`src/include/scc_pkg.sv`:
```
// package: register map, field layout, reset values and timing counts of the clock control
package scc_pkg;
	// ==========================================
	// register map
	localparam logic [11:0] SCC_ADDR_SYSCTL = 12'h000;
	localparam logic [11:0] SCC_ADDR_STATUS = 12'h004;
	// ==========================================
	// field positions of system_control
	localparam int SCC_BIT_BW = 0;
	localparam int SCC_BIT_COE = 1;
	localparam int SCC_BIT_CSEL = 2;
	localparam int SCC_BIT_STOP = 3;
	localparam int SCC_BIT_RCAUSE = 4;
	localparam int SCC_BIT_SPWR = 5;
	localparam int SCC_BIT_TLO = 6;
	localparam int SCC_BIT_THI = 7;
	// ==========================================
	// reset values
	localparam logic SCC_RST_TONE = 1'b0;
	localparam logic SCC_RST_SPWR = 1'b1;
	localparam logic SCC_RST_CSEL = 1'b0;
	localparam logic SCC_RST_COE = 1'b1;
	localparam logic SCC_RST_BW = 1'b1;
	localparam logic SCC_RST_STOP = 1'b1;
	// ==========================================
	// tone codes and dividers
	localparam logic [1:0] SCC_TONE_OFF = 2'h0;
	localparam logic [1:0] SCC_TONE_D32 = 2'h1;
	localparam logic [1:0] SCC_TONE_D16 = 2'h2;
	localparam int SCC_TONE_TAP_D8 = 2;
	localparam int SCC_TONE_TAP_D16 = 3;
	localparam int SCC_TONE_TAP_D32 = 4;
	// ==========================================
	// watchdog: oscillator periods to time out, tolerance kept in low stages
	localparam int SCC_WDOG_PERIODS = 98296;
	localparam int SCC_WDOG_KEEP_BITS = 4;
	localparam int SCC_WDOG_W = 17;
	// ==========================================
	// pll feedback dividers per supply version
	localparam int SCC_FB_DIV_5V = 64;
	localparam int SCC_FB_DIV_3V = 16;
	// ==========================================
	// carriers
	typedef struct packed {
		logic tone_select_high;
		logic tone_select_low;
		logic synth_power;
		logic osc_stop_second_latch;
		logic clock_source_select;
		logic clock_out_enable;
		logic loop_bandwidth_wide;
	} scc_ctrl_s;
	typedef enum logic [2:0] {
		SCC_SW_OSC = 3'b001,
		SCC_SW_GAP = 3'b010,
		SCC_SW_SYN = 3'b100
	} scc_sw_e;
endpackage

```
`src/hdl/scc_top.sv`:
```
// system clock control register with clock switch, tone, watchdog and pll detector
//
// The APB interface to the registers and the register offsets were decided locally.
`timescale 1ns/1ps
// Notes on behaviour
// - any reset clears both tone select bits
// - tone code 11 gives oscillator divided by eight
// - code 00 floats, 01 div32, 10 div16
// - synth power bit switches synthesizer, set at reset
// - clearing synth power ignored while synthesizer selected
// - reset cause reads watchdog origin, read clears
// - writing one there restarts watchdog count
// - watchdog times out near 98296 periods, resets
// - first write loads latch a, later latch b
// - stop kills oscillator only if both latches zero
// - one means gate only, zero allows kill
// - reads return latch b, one before second write
// - clock select picks synthesizer or oscillator, cleared reset
// - setting clock select ignored while synthesizer off
// - processor clock switches without runt pulses
// - clock output enable drives or holds pin low
// - bandwidth bit wide when one, set at reset
// - feedback divides by 64 or 16 per version
// - phase detector compares feedback against reference
module scc_top
	import scc_pkg::*;
(
	input wire logic clock_i,
	input wire logic resetn_i,
	input wire logic psel_i,
	input wire logic penable_i,
	input wire logic pwrite_i,
	input wire logic [11:0] paddr_i,
	input wire logic [31:0] pwdata_i,
	input wire logic [3:0] pstrb_i,
	output logic [31:0] prdata_o,
	output logic pready_o,
	output logic pslverr_o,
	input wire logic osc_i,
	input wire logic vco_i,
	input wire logic stop_i,
	input wire logic low_voltage_i,
	output logic cpu_clk_en_o,
	output logic clock_output_pin_o,
	output logic tone_output_pin_o,
	output logic tone_output_pin_oe_o,
	output logic synth_enable_o,
	output logic loop_bandwidth_wide_o,
	output logic osc_kill_o,
	output logic osc_gate_o,
	output logic phase_up_o,
	output logic phase_down_o,
	output logic wdog_reset_o
);
	// ==========================================
	// synchronisers for the pin inputs
	logic [1:0] osc_sync_reg;
	logic [1:0] vco_sync_reg;
	logic [1:0] stop_sync_reg;
	logic osc_prev_reg;
	logic vco_prev_reg;
	// two flops each; only stage one reads stage zero
	always_ff @(posedge clock_i or negedge resetn_i) begin
		if (!resetn_i) begin
			osc_sync_reg <= 2'h0;
			vco_sync_reg <= 2'h0;
			stop_sync_reg <= 2'h0;
			osc_prev_reg <= 1'b0;
			vco_prev_reg <= 1'b0;
		end else begin
			osc_sync_reg <= {osc_sync_reg[0], osc_i};
			vco_sync_reg <= {vco_sync_reg[0], vco_i};
			stop_sync_reg <= {stop_sync_reg[0], stop_i};
			osc_prev_reg <= osc_sync_reg[1];
			vco_prev_reg <= vco_sync_reg[1];
		end
	end
	// rising edges of oscillator and synthesizer as one-cycle enables
	wire osc_tick = osc_sync_reg[1] & ~osc_prev_reg;
	wire vco_tick = vco_sync_reg[1] & ~vco_prev_reg;
	wire stop_now = stop_sync_reg[1];
	// ==========================================
	// apb decode
	wire setup_ph = psel_i & ~penable_i;
	wire access_ph = psel_i & penable_i;
	wire hit_ctl = paddr_i == SCC_ADDR_SYSCTL;
	wire hit_sts = paddr_i == SCC_ADDR_STATUS;
	wire mapped = hit_ctl | hit_sts;
	// strobe gates the only byte that holds data
	wire wr_ctl = access_ph & pwrite_i & hit_ctl & pstrb_i[0];
	wire rd_ctl = access_ph & ~pwrite_i & hit_ctl;
	wire [7:0] wd = pwdata_i[7:0];
	// ==========================================
	// register state
	scc_ctrl_s ctl_reg;
	scc_ctrl_s ctl_next;
	logic latch_a_reg;
	logic first_done_reg;
	logic rcause_reg;
	logic wdog_fired_reg;
	// interlocks look at the contents held before this write
	always_comb begin
		ctl_next = ctl_reg;
		if (wr_ctl) begin
			ctl_next.tone_select_high = wd[SCC_BIT_THI];
			ctl_next.tone_select_low = wd[SCC_BIT_TLO];
			// selected synthesizer cannot be turned off
			ctl_next.synth_power = wd[SCC_BIT_SPWR] | ctl_reg.clock_source_select;
			// a synthesizer that is off cannot be selected
			ctl_next.clock_source_select = wd[SCC_BIT_CSEL] & ctl_reg.synth_power;
			ctl_next.clock_out_enable = wd[SCC_BIT_COE];
			ctl_next.loop_bandwidth_wide = wd[SCC_BIT_BW];
			// later writes reach only latch b
			if (first_done_reg) begin
				ctl_next.osc_stop_second_latch = wd[SCC_BIT_STOP];
			end
		end
	end
	// control register; reset state is the documented one
	always_ff @(posedge clock_i or negedge resetn_i) begin
		if (!resetn_i) begin
			ctl_reg <= '{SCC_RST_TONE, SCC_RST_TONE, SCC_RST_SPWR, SCC_RST_STOP,
				SCC_RST_CSEL, SCC_RST_COE, SCC_RST_BW};
		end else if (wdog_fired_reg) begin
			ctl_reg <= '{SCC_RST_TONE, SCC_RST_TONE, SCC_RST_SPWR, SCC_RST_STOP,
				SCC_RST_CSEL, SCC_RST_COE, SCC_RST_BW};
		end else begin
			ctl_reg <= ctl_next;
		end
	end
	// latch a takes only the first write after any reset
	always_ff @(posedge clock_i or negedge resetn_i) begin
		if (!resetn_i) begin
			latch_a_reg <= SCC_RST_STOP;
			first_done_reg <= 1'b0;
		end else if (wdog_fired_reg) begin
			latch_a_reg <= SCC_RST_STOP;
			first_done_reg <= 1'b0;
		end else if (wr_ctl && !first_done_reg) begin
			latch_a_reg <= wd[SCC_BIT_STOP];
			first_done_reg <= 1'b1;
		end
	end
	// reset cause: set by watchdog reset, cleared by a read; set wins
	always_ff @(posedge clock_i or negedge resetn_i) begin
		if (!resetn_i) begin
			rcause_reg <= 1'b0;
		end else if (wdog_fired_reg) begin
			rcause_reg <= 1'b1;
		end else if (rd_ctl) begin
			rcause_reg <= 1'b0;
		end
	end
	// ==========================================
	// watchdog counts oscillator periods
	logic [SCC_WDOG_W-1:0] wdog_cnt_reg;
	localparam logic [SCC_WDOG_W-1:0] WDOG_LAST = SCC_WDOG_W'(SCC_WDOG_PERIODS - 1);
	// low stages are kept on restart and on time out, so the time out varies by their span
	wire wdog_clear = wr_ctl & wd[SCC_BIT_RCAUSE];
	wire wdog_hit = osc_tick & (wdog_cnt_reg >= WDOG_LAST);
	always_ff @(posedge clock_i or negedge resetn_i) begin
		if (!resetn_i) begin
			wdog_cnt_reg <= '0;
			wdog_fired_reg <= 1'b0;
		end else begin
			wdog_fired_reg <= wdog_hit;
			if (wdog_clear || wdog_fired_reg) begin
				wdog_cnt_reg <= {{(SCC_WDOG_W-SCC_WDOG_KEEP_BITS){1'b0}},
					wdog_cnt_reg[SCC_WDOG_KEEP_BITS-1:0]};
			end else if (osc_tick) begin
				wdog_cnt_reg <= wdog_cnt_reg + 1'b1;
			end
		end
	end
	// ==========================================
	// tone divider on oscillator ticks
	logic [4:0] tone_div_reg;
	always_ff @(posedge clock_i or negedge resetn_i) begin
		if (!resetn_i) begin
			tone_div_reg <= '0;
		end else if (osc_tick) begin
			tone_div_reg <= tone_div_reg + 1'b1;
		end
	end
	wire [1:0] tone_code = {ctl_reg.tone_select_high, ctl_reg.tone_select_low};
	// taps: bit2 = /8, bit3 = /16, bit4 = /32
	wire tone_level = (tone_code == SCC_TONE_D32) ? tone_div_reg[SCC_TONE_TAP_D32] :
		(tone_code == SCC_TONE_D16) ? tone_div_reg[SCC_TONE_TAP_D16] :
		tone_div_reg[SCC_TONE_TAP_D8];
	wire tone_drive = tone_code != SCC_TONE_OFF;
	// ==========================================
	// glitch-free switch: old source stops on its own rising edge, then new one starts on its own
	scc_sw_e sw_reg;
	scc_sw_e sw_next;
	wire want_syn = ctl_reg.clock_source_select & ctl_reg.synth_power;
	always_comb begin
		case (sw_reg)
			SCC_SW_OSC: sw_next = (want_syn && osc_tick) ? SCC_SW_GAP : SCC_SW_OSC;
			SCC_SW_SYN: sw_next = (!want_syn && vco_tick) ? SCC_SW_GAP : SCC_SW_SYN;
			SCC_SW_GAP: begin
				// enter a source only on its own edge so no runt cycle escapes
				if (want_syn) begin
					sw_next = vco_tick ? SCC_SW_SYN : SCC_SW_GAP;
				end else begin
					sw_next = osc_tick ? SCC_SW_OSC : SCC_SW_GAP;
				end
			end
			default: sw_next = SCC_SW_OSC;
		endcase
	end
	wire src_tick = (sw_reg == SCC_SW_OSC) ? osc_tick :
		(sw_reg == SCC_SW_SYN) ? vco_tick : 1'b0;
	// oscillator gated off during stop; killed only if both latches zero
	wire kill = stop_now & ~latch_a_reg & ~ctl_reg.osc_stop_second_latch;
	// ==========================================
	// pll feedback divider and phase detector
	logic [5:0] fb_div_reg;
	logic fb_tick_reg;
	wire [5:0] fb_last = low_voltage_i ? 6'(SCC_FB_DIV_3V - 1) : 6'(SCC_FB_DIV_5V - 1);
	always_ff @(posedge clock_i or negedge resetn_i) begin
		if (!resetn_i) begin
			fb_div_reg <= '0;
			fb_tick_reg <= 1'b0;
		end else begin
			fb_tick_reg <= vco_tick && (fb_div_reg >= fb_last);
			if (vco_tick) begin
				fb_div_reg <= (fb_div_reg >= fb_last) ? 6'h00 : fb_div_reg + 6'h01;
			end
		end
	end
	// tri-state style phase-frequency detector
	logic up_reg;
	logic dn_reg;
	wire up_n = (up_reg | osc_tick) & ~(dn_reg | fb_tick_reg);
	wire dn_n = (dn_reg | fb_tick_reg) & ~(up_reg | osc_tick);
	// ==========================================
	// read data and output flops
	wire [7:0] rd_byte = {ctl_reg.tone_select_high, ctl_reg.tone_select_low,
		ctl_reg.synth_power, rcause_reg, ctl_reg.osc_stop_second_latch,
		ctl_reg.clock_source_select, ctl_reg.clock_out_enable, ctl_reg.loop_bandwidth_wide};
	wire [31:0] rd_word = hit_ctl ? {24'h000000, rd_byte} :
		hit_sts ? {27'h0000000, latch_a_reg, first_done_reg, sw_reg} : 32'h00000000;
	// zero-wait slave: ready the cycle after setup, errors on unmapped
	always_ff @(posedge clock_i or negedge resetn_i) begin
		if (!resetn_i) begin
			sw_reg <= SCC_SW_OSC;
			up_reg <= 1'b0;
			dn_reg <= 1'b0;
			prdata_o <= 32'h00000000;
			pready_o <= 1'b0;
			pslverr_o <= 1'b0;
			cpu_clk_en_o <= 1'b0;
			clock_output_pin_o <= 1'b0;
			tone_output_pin_o <= 1'b0;
			tone_output_pin_oe_o <= 1'b0;
			synth_enable_o <= SCC_RST_SPWR;
			loop_bandwidth_wide_o <= SCC_RST_BW;
			osc_kill_o <= 1'b0;
			osc_gate_o <= 1'b0;
			phase_up_o <= 1'b0;
			phase_down_o <= 1'b0;
			wdog_reset_o <= 1'b0;
		end else begin
			sw_reg <= sw_next;
			up_reg <= up_n;
			dn_reg <= dn_n;
			pready_o <= setup_ph;
			pslverr_o <= setup_ph & ~mapped;
			prdata_o <= (setup_ph && !pwrite_i) ? rd_word : 32'h00000000;
			cpu_clk_en_o <= src_tick & ~stop_now;
			clock_output_pin_o <= ctl_reg.clock_out_enable & src_tick & ~stop_now;
			tone_output_pin_o <= tone_drive & tone_level;
			tone_output_pin_oe_o <= tone_drive;
			synth_enable_o <= ctl_reg.synth_power;
			loop_bandwidth_wide_o <= ctl_reg.loop_bandwidth_wide;
			osc_kill_o <= kill;
			osc_gate_o <= stop_now & ~kill;
			phase_up_o <= up_n;
			phase_down_o <= dn_n;
			wdog_reset_o <= wdog_fired_reg;
		end
	end
endmodule // scc_top

```
`config.mk`:
```
export PLATFORM = sky130hd
export DESIGN_NAME = scc_top
export DESIGN_NICKNAME = d
export VERILOG_FILES = /design/src/include/scc_pkg.sv /design/src/hdl/scc_top.sv
export SDC_FILE = /design/constraint.sdc
export NUM_CORES = 1
export LEC_CHECK = 0
export ABC_AREA = 1
export ABC_CLOCK_PERIOD_IN_PS = 1800
export BUFFER_PORTS_ARGS = -buffer_cell sky130_fd_sc_hd__buf_2
export CAP_MARGIN = 25
export CORE_ASPECT_RATIO = 1.5
export CORE_MARGIN = 5
export CORE_UTILIZATION = 30
export DETAILED_ROUTE_END_ITERATION = 8
export PLACE_DENSITY_LB_ADDON = 0.25
export SLEW_MARGIN = 20
export SYNTH_ARGS = -nofsm -noshare
export SYNTH_HDL_FRONTEND = slang
export SYNTH_SLANG_ARGS = --single-unit
```
`constraint.sdc`:
```
create_clock -name clock_i -period 1.8 [get_ports clock_i]
set_input_delay 0.09 -clock clock_i [delete_from_list [all_inputs] [get_ports clock_i]]
set_output_delay 0.09 -clock clock_i [all_outputs]
set_load 0.05 [all_outputs]
```
Word level (Yosys, flattened, before mapping)
Index checks and enable logic that the tools add are counted.

storage, ports and cells
  flip-flop bits (word level) = 72
  output and inout port bits = 45
  word-level logic and storage cells = 130

cells by class
  $add $sub $neg = 3
  $lt $le $gt $ge = 2
  equal/unequal tests = 6
  mux-type cells = 26
  bitwise gates (word level) = 39
  reduce and logical (&&, ||, !) cells = 18

operator list
  kind                                                       number
  2-to-1 mux 17 bit                                          2
  AND 1 bit                                                  23
  adder 17 x 1 -> 17 bit, second input constant              1
  greater-or-equal comparator 17 bit, second input constant  1
  2-to-1 mux 8 bit                                           2
  2-to-1 mux 7 bit                                           2
  equality test 12 x 3 -> 1 bit, second input constant       1
  zero test 12 bit                                           1
  2-to-1 mux 6 bit                                           2
  NOT 1 bit                                                  12
  nonzero test 2 bit                                         6
  2-to-1 mux 1 bit                                           11
  2-to-1 mux 3 bit                                           3
  case mux 3 bit (3 select lines)                            1
  adder 6 x 1 -> 6 bit, second input constant                1
  greater-or-equal comparator 6 bit                          1
  adder 5 x 1 -> 5 bit, second input constant                1
  logical AND 1 bit                                          5
  2-to-1 mux 5 bit                                           1
  2-to-1 mux 2 bit                                           2
  bitwise OR 1 bit                                           4
  AND reduction 2 bit                                        2
  equality test 3 x 1 -> 1 bit, second input constant        1
  equality test 3 x 2 -> 1 bit, second input constant        1
  other kinds (5)                                            7

Logic depth before layout (Yosys ltp)
Gate-level depths: netlist of run 1.

  word-level depth = 8
  depth in mapped cells = 10
  depth with buffers taken out = 9

Worst setup path after synthesis of run 1
Ideal clock, no wire load.

  kind = register -> register
  from = register wdog_cnt_reg[0]
  to = register wdog_cnt_reg[14]
  library setup time = 119 ps
  arrival time = 1301 ps
  required time = 1681 ps
  path slack = 380 ps
  stages on the path, launching flop included = 9
  buffers on the path = 0
  cells stage by stage = dfrtp_1 > ha_1 > nand3_1 > nor2_1 > nand3_2 > nor2_4 > nand3_1 > nand2_1 > nor2_1

on the way
  cells in the longest elaborated chain, start to end = 3

RTL lines
  what                    RTL line        text
  from (decl)             scc_top.sv:156  logic [SCC_WDOG_W-1:0] wdog_cnt_reg;
  from (signal assigned)  scc_top.sv:168  wdog_cnt_reg <= {{(SCC_WDOG_W-SCC_WDOG_KEEP_BITS){1'b0}},
  from (signal assigned)  scc_top.sv:171  wdog_cnt_reg <= wdog_cnt_reg + 1'b1;
  adder 17 x 1 -> 17 bit  scc_top.sv:171
  2-to-1 mux 17 bit       scc_top.sv:170  end else if (osc_tick) begin
  2-to-1 mux 17 bit       scc_top.sv:167  if (wdog_clear || wdog_fired_reg) begin

No other way between the ends. The select of a mux whose other input is x is not followed.
A chain may end at the register's enable or synchronous reset.

Final worst setup path of run 1
Ends and elaborated chain as after synthesis.

==> results of run 1 <==
==> cell usage in the layout, fill, tap and decap left out <==
master	count
nand2_1	79
dfrtp_1	64
inv_1	51
buf_2	50
nor2_1	37
nand3_1	27
conb_1	24
o21ai_0	17
a21oi_1	16
nor3_1	13
clkbuf_16	9
dfstp_2	8
dlygate4sd3_1	8
nand4_1	5
ha_1	5
nor3b_1	4
xor2_1	4
xnor2_1	4
nor2_4	3
nand2_2	3
clkinv_4	3
bufinv_16	3
o221ai_1	2
nor2_2	2
nor4_1	1
o21a_1	1
or2_2	1
and3_1	1
nand3_4	1
nand2_4	1
o31ai_1	1
nand3_2	1
o21ai_2	1
a21o_1	1
clkbuf_8	1
buf_12	1
buf_4	1
==> power breakdown <==
group	switching (mW)	internal [mW]	leakage [nW]
Combinational	0.389	0.211	0.998
Clock	0.679	1.40	0.173
Sequential	0.143	1.79	0.917
==> critical path: stages, from the launching register on <==
cell,delay (ns)
dfrtp_1,0.39
ha_1,0.22
nand3_1,0.09
nor2_1,0.27
nand3_2,0.19
nor2_4,0.16
nand3_1,0.09
nand2_1,0.07
nor2_1,0.04
==> per-layer routing <==
layer  wire length [um]  track usage
met1               2644       0.1139
met2               3722       0.1932
met4                170      0.05691
met5                  0            0
met3                320      0.02862
==> stage by stage <==
stage / power, mW / instance area (um2) / hold WS (ns)
2_1_floorplan: 2.422 / 3456 / -0.2056
3_3_place_gp: 2.537 / 3721 / 0.1031
3_5_place_dp: 2.558 / 3721 / 0.1099
4_1_cts: 4.678 / 4156 / 0.004357
5_1_grt: 4.853 / 4156 / 0.01307
6_report: 4.610 / 4156 / 0.01561
==> final cells by class <==
cell class / count / area share
clock inverter: 6 / 0.02800
sequential: 72 / 0.4359
multi-input combinational: 255 / 0.3022
tap: 147 / 0.04425
clock buffer: 10 / 0.05750
inverter: 51 / 0.04606
timing repair buffer: 60 / 0.08609
==> worst paths after layout <==
kind | from | slack [ns] | to
hold reg to reg | osc_sync_reg[0] | 0.35 | osc_sync_reg[1]
max in group asynchronous | resetn_i | 0.84 | loop_bandwidth_wide_o
hold / removal | pwdata_i[7] | 0.02 | ctl_reg[6]
setup / recovery | wdog_cnt_reg[0] | 0.16 | wdog_cnt_reg[14]
min in group asynchronous | resetn_i | 0.28 | stop_sync_reg[0]
setup reg to reg | wdog_cnt_reg[0] | 0.16 | wdog_cnt_reg[14]
==> logic make-up (layout without fill, tap and decap cells) <==
logic type                 Yosys count  count (layout)
DFF                                 72              72
adders and majority gates            5               5
other                                1              24
buffers and inverters               77             127
xor gates and xnor gates             8               8
and+or+nand+nor                    179             179
AOI/OAI and AO/OA                   39              39
==> timing repair <==
| action | 4_1_cts | 5_1_grt |
|---|---|---|
| setup endpoints to repair | 0 | 0 |
| hold buffers | 8 | 0 |
| hold endpoints to repair | 22 | 0 |
==> summary.txt, run 1 <==
Clock network
  • Cts bufs inserted: 9
  • H-tree depth: 3
  • Worst skew pair latency: 0.33 ns
  • Post-CTS setup buffer count: 0
  • Post-CTS resize count: 0
  • Maximum clock path buffer count: 2
  • Clk sinks: 72
  • CTS tree: done
  • Root Buffer Master: clkbuf_16
  • Reg clk slew, reported paths: 0.06 ns

Power and ir drop
  • Peak supply drop: 427.3 uV
  • Power Dens Cells: 1109 nW/um2
  • Leak pwr: 2.088 nW

Timing
  • Setup WS post-layout: 0.1600 ns
  • Actual slew at the worst max-slew pin: 0.5472 ns
  • Final setup violation count: 0
  • Minimum clock period: 1.640 ns
  • Max-slew violation count: 0
  • Final Hold Viols: 0
  • F_max: 0.6097 GHz
  • Fin crit share: 0.9111
  • RSZ-0062 raised after global routing: false
  • Post-Route Skew: 0.004894 ns
  • Final setup TNS: 0 ns
  • Rel. slew slack: 0.6352

Layout
  • Share of layout cells above drive strength 1: 0.1960
  • Core Util, Final: 0.3780
  • P&R area growth vs syn: 23.36%
  • Area of the multi-input gates: 1256 um2
  • Total Nets Final: 511
  • Final Non-Filler Cells: 601
  • Storage cell area: 1812 um2
  • # diodes: 0
  • Max FFs per register: 17
  • # fillers: 1156

Synthesis
  • Mapped Cells: 381
  • Top-area cell type share of the netlist area: 0.4753
  • Multiplexer share of the synthesized area: 0
  • Synth area leader: dfrtp_1
  • Library cells used by synthesis: 32
  • Simple-gate share of the synthesized area: 0.2432
  • Largest family of logic cells by synthesized area: simple AND/OR/NAND/NOR gates
  • Count of state elements after synthesis: 72
  • Cell Area, Synth: 3369 um2
  • Asr flop ratio synth: 1.000
  • Post-synthesis compound-gate area fraction: 0.06350
  • Yosys warning count: 0
  • Primary FF master, synth: dfrtp_1
  • Top-count cell post-synth: nand2_1
  • Leading post-synthesis cells by cell area: dfrtp_1 (48%), nand2_1 (8.8%), dfstp_2 (6.2%)
  • Synth cell count leaders: nand2_1 (79), dfrtp_1 (64), inv_1 (51)
  • Post-synthesis sequential area ratio: 0.5377
  • Avg Cell Area, Syn: 8.844 um2
  • Adder-Cell Fraction of Synth Area: 0.01857
  • Synth Area in XOR/XNOR: 0.02079
  • Post-synth EDFFs: 0

Floorplan
  • DIE AREA: 13490 um2
  • Horiz. Die Dim: 96.53 um
  • Core area: 11000 um2
  • Rows: 47
  • Die H: 139.8 um
  • I/O pin cnt: 102
  • Initial core utilization: 0.3064

Global routing
  • Tot GR Track Use: 0.1089
  • Largest net degree at the start of global routing: 35
  • First-pass GRT wire length: 11.41 mm
  • Via count of the first global-routing pass: 2602
  • Initial antenna violation count: 0
  • Congestion Overflow GR: 0

Route
  • Vias per cell: 4.316
  • DRT iter0 DRCs: 122
  • Final ANT Viol Nets: 0
  • Drc violations: 0
  • Avg WL per Cell: 11.41 um
  • Via count: 2594
  • TritonRoute pass-1 iters: 4
  • Final Routed Wirelength: 6.857 mm

Critical path
  • CP Class: register to register
  • CP required: 2.02 ns
  • CP endpoint kind: register
  • Worst path arrival time: 1.86 ns
  • Maximum fanout along the worst path: 5
  • Startpoint type of the worst setup path: register
  • Cells on worst reg2reg path: 8

Placed design
  • Dpl hpwl: 5.255 mm
  • IO Port Bufs: 50
  • Gpl congestion: 0.7931
  • Placed Cells: 577
  • Pre-CTS setup slack: 0.1442 ns

Flow run
  • Max-cap violation count: 0

Worst hold path
  • Hold Path Depth: 3
  • HP Class: input port to register

Run status
  • Status: finished, final reports clean
Note: power is estimated with default switching activity, not from simulation.
==> inputs of run 2 (changes only) <==
ABC_AREA = not set   (was 1)
==> summary.txt, run 2 <==
Synthesis
  • Cell Area, Synth: 3342 um2
  • Library cells used by synthesis: 54
  • Yosys warning count: 0
  • Synth cell count leaders: dfrtp_1 (64), nor2_1 (27), buf_4 (25)
  • Mapped Cells: 312
  • Top-area cell type share of the netlist area: 0.4792
  • Leading post-synthesis cells by cell area: dfrtp_1 (48%), dfstp_2 (6.3%), buf_4 (5.6%)
  • Post-synthesis sequential area ratio: 0.5421
  • Avg Cell Area, Syn: 10.71 um2
  • Post-synth EDFFs: 0
  • Count of state elements after synthesis: 72
  • Asr flop ratio synth: 1.000
  • Primary FF master, synth: dfrtp_1
  • Synth area leader: dfrtp_1
  • Top-count cell post-synth: dfrtp_1

Timing
  • Post-Route Skew: 0.003345 ns
  • Setup WS post-layout: 0.06845 ns
  • Minimum clock period: 1.732 ns
  • Final Hold Viols: 0
  • RSZ-0062 raised after global routing: false
  • Final setup TNS: 0 ns
  • F_max: 0.5775 GHz
  • Final setup violation count: 0
  • Max-slew violation count: 0
  • Fin crit share: 0.9620
  • Hold Worst Slack: 0.01954 ns

Layout
  • # fillers: 1121
  • P&R area growth vs syn: 23.02%
  • Final Non-Filler Cells: 534
  • Total Nets Final: 444
  • # diodes: 0
  • Most common cell after layout, fill and taps aside: dfrtp_1
  • Share of layout cells above drive strength 1: 0.2481
  • Final instance area: 4111 um2
  • Max FFs per register: 17
  • Core Util, Final: 0.3739
  • Most frequent cells in the layout: dfrtp_1 (64), buf_2 (50), nor2_1 (27)

Clock network
  • Reg clk slew, reported paths: 0.05 ns
  • CTS tree: done
  • Maximum clock path buffer count: 2
  • Root Buffer Master: clkbuf_16
  • H-tree depth: 3
  • Worst skew pair latency: 0.33 ns
  • Clk sinks: 72
  • Cts bufs inserted: 9

Worst hold path
  • Hold-critical path endpoint: ctl_reg[1]
  • Hold Path Depth: 3
  • HP Class: input port to register
  • Hold_sp: pwdata_i[1]

Critical path
  • Crit-path max cell delay: 0.42 ns
  • Worst path arrival time: 1.99 ns
  • Startpoint type of the worst setup path: register
  • Cells on worst reg2reg path: 5
  • CP Cell Sequence: ha_1 -> a41o_1 -> a21o_1 -> or4_1 -> o21ai_1
  • CP required: 2.05 ns
  • Maximum fanout along the worst path: 5
  • CP Class: register to register
  • CP endpoint kind: register
  • Reg2reg end: fb_div_reg[4]
  • R2r setup slk: 0.07 ns
  • CP max-delay cell: or4_1
  • R2r startpoint: fb_div_reg[4]

Route
  • TritonRoute pass-1 iters: 4
  • Vias per cell: 4.511
  • Via count: 2409
  • DRT iter0 DRCs: 82
  • Final Routed Wirelength: 7.260 mm
  • Final ANT Viol Nets: 0
  • Drc violations: 0
  • Avg WL per Cell: 13.60 um

Placed design
  • Dpl hpwl: 5.507 mm
  • Placed cell area: 3736 um2
  • Pre-CTS setup slack: 0.07794 ns
  • Gpl congestion: 0.7788
  • IO Port Bufs: 50
  • Placed Cells: 512

Floorplan
  • DIE AREA: 13390 um2
  • I/O pin cnt: 102
  • Rows: 47
  • Horiz. Die Dim: 96.18 um
  • Die H: 139.3 um
  • Core area: 11000 um2
  • Initial core utilization: 0.3039

Power and ir drop
  • Leak pwr: 1.919 nW
  • Peak supply drop: 455.7 uV
  • Power Dens Cells: 1094 nW/um2
  • Total Power: 4.499 mW

Global routing
  • Tot GR Track Use: 0.1193
  • Initial antenna violation count: 0
  • Via count of the first global-routing pass: 2561
  • First-pass GRT wire length: 12.42 mm
  • Largest net degree at the start of global routing: 73
  • Congestion Overflow GR: 0

Run status
  • Status: finished, final reports clean

Flow run
  • Max-cap violation count: 0
run 2: changes by cell type in the layout (fill, tap and decap cells not counted), moves of 10 or more:
| cell | change |
|---|---|
| nor2_1 | -10 |
| nand3_1 | -14 |
| inv_1 | -47 |
| o21ai_1 | +11 |
| nand2_1 | -58 |
| buf_4 | +10 |
run 2: how the worst max path moves through the flow:
| stage | startpoint | endpoint |
|---|---|---|
| 2_1_floorplan | fb_div_reg[4] | fb_div_reg[4] |
| 3_3_place_gp | fb_div_reg[4] | fb_div_reg[4] |
| 3_5_place_dp | fb_div_reg[4] | fb_div_reg[4] |
| 4_1_cts | fb_div_reg[4] | fb_div_reg[4] |
| 5_1_grt | fb_div_reg[4] | fb_div_reg[4] |
| 6_report | fb_div_reg[4] | fb_div_reg[4] |
run 2: critical path: cells and delay by family (launching register included):
family | cells | cell delay [ns]
AOI/OAI and AO/OA | 3 | 0.56
and+or+nand+nor | 1 | 0.42
DFF | 1 | 0.41
adders and majority gates | 1 | 0.28
run 2: layout make-up:
| cell class | count | area, um2 | share of cell area |
|---|---|---|---|
| Sequential cell | 72 | 1812 | 0.4407 |
| Multi-Input combinational cell | 227 | 1375 | 0.3344 |
| Timing Repair Buffer | 68 | 412.9 | 0.1004 |
| Clock buffer | 10 | 229.0 | 0.05569 |
| Tap cell | 147 | 183.9 | 0.04474 |
| Clock inverter | 6 | 83.83 | 0.02039 |
| Inverter | 4 | 15.01 | 0.003652 |
run 2: power breakdown:
part           internal [mW]  switching [mW]
Combinational          0.265           0.421
Clock                   1.21           0.645
Sequential              1.79           0.173
run 2: timing repair:
item                                    in CTS  in global routing
endpoints found under the setup margin       0                  1
buffers inserted                             0                  0
hold buffers                                 6                  0
resized for setup                            0                  1
endpoints found under the hold margin       69                  0
run 2: logic make-up after synthesis:
logic type / Yosys count / share of synthesized area
fa+ha+maj: 5 / 0.01872
xor+xnor: 15 / 0.03931
compound gates: 49 / 0.08873
simple gates: 124 / 0.2063
flops: 72 / 0.5421
buf+inv: 36 / 0.07300
mux: 10 / 0.03070
other cells: 1 / 0.001122
run 2: metal layers:
metal	part of all wire	vias to the layer above	wire, um	GRT usage
met4	0.014	0	105	0.04723
li1	-	1192	-	-
met3	0.041	9	300	0.03186
met2	0.56	40	4067	0.2126
met5	0	-	0	0
met1	0.38	1168	2787	0.1303
==> inputs of run 3 (changes only) <==
==> constraint.sdc (replaced) <==
create_clock -name clock_i -period 1.8 [get_ports clock_i]
set_input_delay 0.36 -clock clock_i [delete_from_list [all_inputs] [get_ports clock_i]]
set_output_delay 0.36 -clock clock_i [all_outputs]
set_load 0.05 [all_outputs]
==> summary.txt, run 3 (synthesized netlist as in run 2, its figures left out) <==
Placed design
  • Placed cell area: 3794 um2
  • Dpl hpwl: 5.664 mm
  • Gpl congestion: 0.7834
  • IO Port Bufs: 50
  • Pre-CTS setup slack: 0.04809 ns
  • Placed Cells: 518

Floorplan
  • Horiz. Die Dim: 96.18 um
  • Die H: 139.3 um
  • DIE AREA: 13390 um2
  • Initial core utilization: 0.3039
  • Core area: 11000 um2
  • I/O pin cnt: 102
  • Rows: 47

Global routing
  • Largest net degree at the start of global routing: 40
  • Tot GR Track Use: 0.1179
  • Congestion Overflow GR: 0
  • Via count of the first global-routing pass: 2546
  • Initial antenna violation count: 0
  • First-pass GRT wire length: 12.25 mm

Clock network
  • Worst skew pair latency: 0.33 ns
  • CTS tree: done
  • Maximum clock path buffer count: 2
  • Post-CTS resize count: 0
  • Root Buffer Master: clkbuf_16
  • H-tree depth: 3
  • Clk sinks: 72
  • Cts bufs inserted: 9
  • Reg clk slew, reported paths: 0.06 ns

Critical path
  • Crit-path max cell delay: 0.41 ns
  • CP Class: register to register
  • Reg2reg end: fb_div_reg[4]
  • Maximum fanout along the worst path: 4
  • Worst path arrival time: 1.94 ns
  • Critical path buffer and inverter count: 0
  • Cell family with most CP delay: compound AO/OA/AOI/OAI gates
  • CP Cell Sequence: ha_1 -> a41o_1 -> a21o_1 -> or4_1 -> o21ai_1
  • R2r setup slk: 0.12 ns
  • R2r startpoint: fb_div_reg[4]
  • Worst Setup SP: fb_div_reg[4]
  • CP required: 2.06 ns
  • Worst setup path end: fb_div_reg[4]
  • CP endpoint kind: register
  • CP max-delay cell: dfrtp_1
  • Cells on worst reg2reg path: 5
  • Crit path depth: 5
  • Startpoint type of the worst setup path: register

Layout
  • Max FFs per register: 17
  • Total Nets Final: 445
  • Area of the multi-input gates: 1373 um2
  • Share of layout cells above drive strength 1: 0.2577
  • P&R area growth vs syn: 21.79%
  • Most common cell after layout, fill and taps aside: dfrtp_1
  • # diodes: 0
  • Most frequent cells in the layout: dfrtp_1 (64), buf_2 (50), nor2_1 (27)
  • Final instance area: 4070 um2
  • Storage cell area: 1812 um2
  • Final Non-Filler Cells: 535
  • # fillers: 1140

Route
  • Final Routed Wirelength: 7.249 mm
  • Drc violations: 0
  • Final ANT Viol Nets: 0
  • Via count: 2442
  • TritonRoute pass-1 iters: 4
  • DRT iter0 DRCs: 71
  • Avg WL per Cell: 13.55 um
  • Vias per cell: 4.564

Power and ir drop
  • Power Dens Cells: 1044 nW/um2
  • Total Power: 4.247 mW
  • Net switching power: 1.253 mW
  • Sw frac: 0.2949
  • Design internal power: 2.995 mW
  • Combinational share of power: 0.166
  • Clock Power Share: 0.373
  • Seq pwr share: 0.461
  • Leak pwr: 1.905 nW
  • Peak supply drop: 413.7 uV

Timing
  • Final setup TNS: 0 ns
  • RSZ-0062 raised after global routing: false
  • F_max: 0.5960 GHz
  • Final Hold Viols: 0
  • Post-Route Skew: 0.005585 ns
  • Minimum clock period: 1.678 ns
  • Setup WS post-layout: 0.1222 ns
  • Final setup violation count: 0
  • Fin crit share: 0.9321
  • Max-slew violation count: 0

Worst hold path
  • HP Class: input port to register
  • Hold_sp: stop_i

Run status
  • Status: finished, final reports clean

Flow run
  • Max-cap violation count: 0
run 3: per-stage QoR:
| step | hold WS, ns | util |
|---|---|---|
| finish | 0.1385 | 0.3701 |
| global route | 0.1313 | 0.3701 |
| CTS | 0.1246 | 0.3701 |
| detailed placement | 0.2790 | 0.3450 |
| global placement | 0.2786 | 0.3450 |
| floorplan | 0.06441 | - |
run 3: cell type report:
| type | instances | share of cell area |
|---|---|---|
| clock inverters | 5 | 0.008300 |
| inverters | 4 | 0.003689 |
| multi-input cells | 227 | 0.3372 |
| well taps | 147 | 0.04519 |
| repair buffers | 69 | 0.1033 |
| flip-flops and latches | 72 | 0.4451 |
| clock buffers | 11 | 0.05718 |
run 3: worst min path at each step:
stage / slack, ns / cells past startpoint / end
floorplan: 0.06 / 0 / clock_output_pin_o
global placement: 0.28 / 1 / stop_sync_reg[1]
detailed placement: 0.28 / 1 / stop_sync_reg[1]
CTS: 0.12 / 1 / stop_sync_reg[0]
global route: 0.13 / 1 / stop_sync_reg[0]
finish: 0.14 / 1 / stop_sync_reg[0]
run 3: timing repair:
item | in CTS | in global routing
endpoints found under the setup margin | 0 | 0
buffers inserted | 0 | 0
hold buffers | 1 | 0
hold endpoints to repair | 10 | 0
run 3: power groups by stage:
stage	registers, mW	logic [mW]	clock network, mW
3_5_place_dp	1.99	0.710	0
5_1_grt	2.00	0.792	1.70
6_report	1.96	0.706	1.58
2_1_floorplan	2.00	0.468	0
3_3_place_gp	1.98	0.689	0
4_1_cts	1.96	0.715	1.64
run 3: layer usage:
| layer | up-vias | share of wire | GRT usage |
|---|---|---|---|
| li1 | 1190 | - | - |
| met1 | 1197 | 0.38 | 0.1279 |
| met2 | 42 | 0.56 | 0.2130 |
| met3 | 13 | 0.044 | 0.03294 |
| met4 | 0 | 0.019 | 0.04048 |
| met5 | - | 0 | 0 |
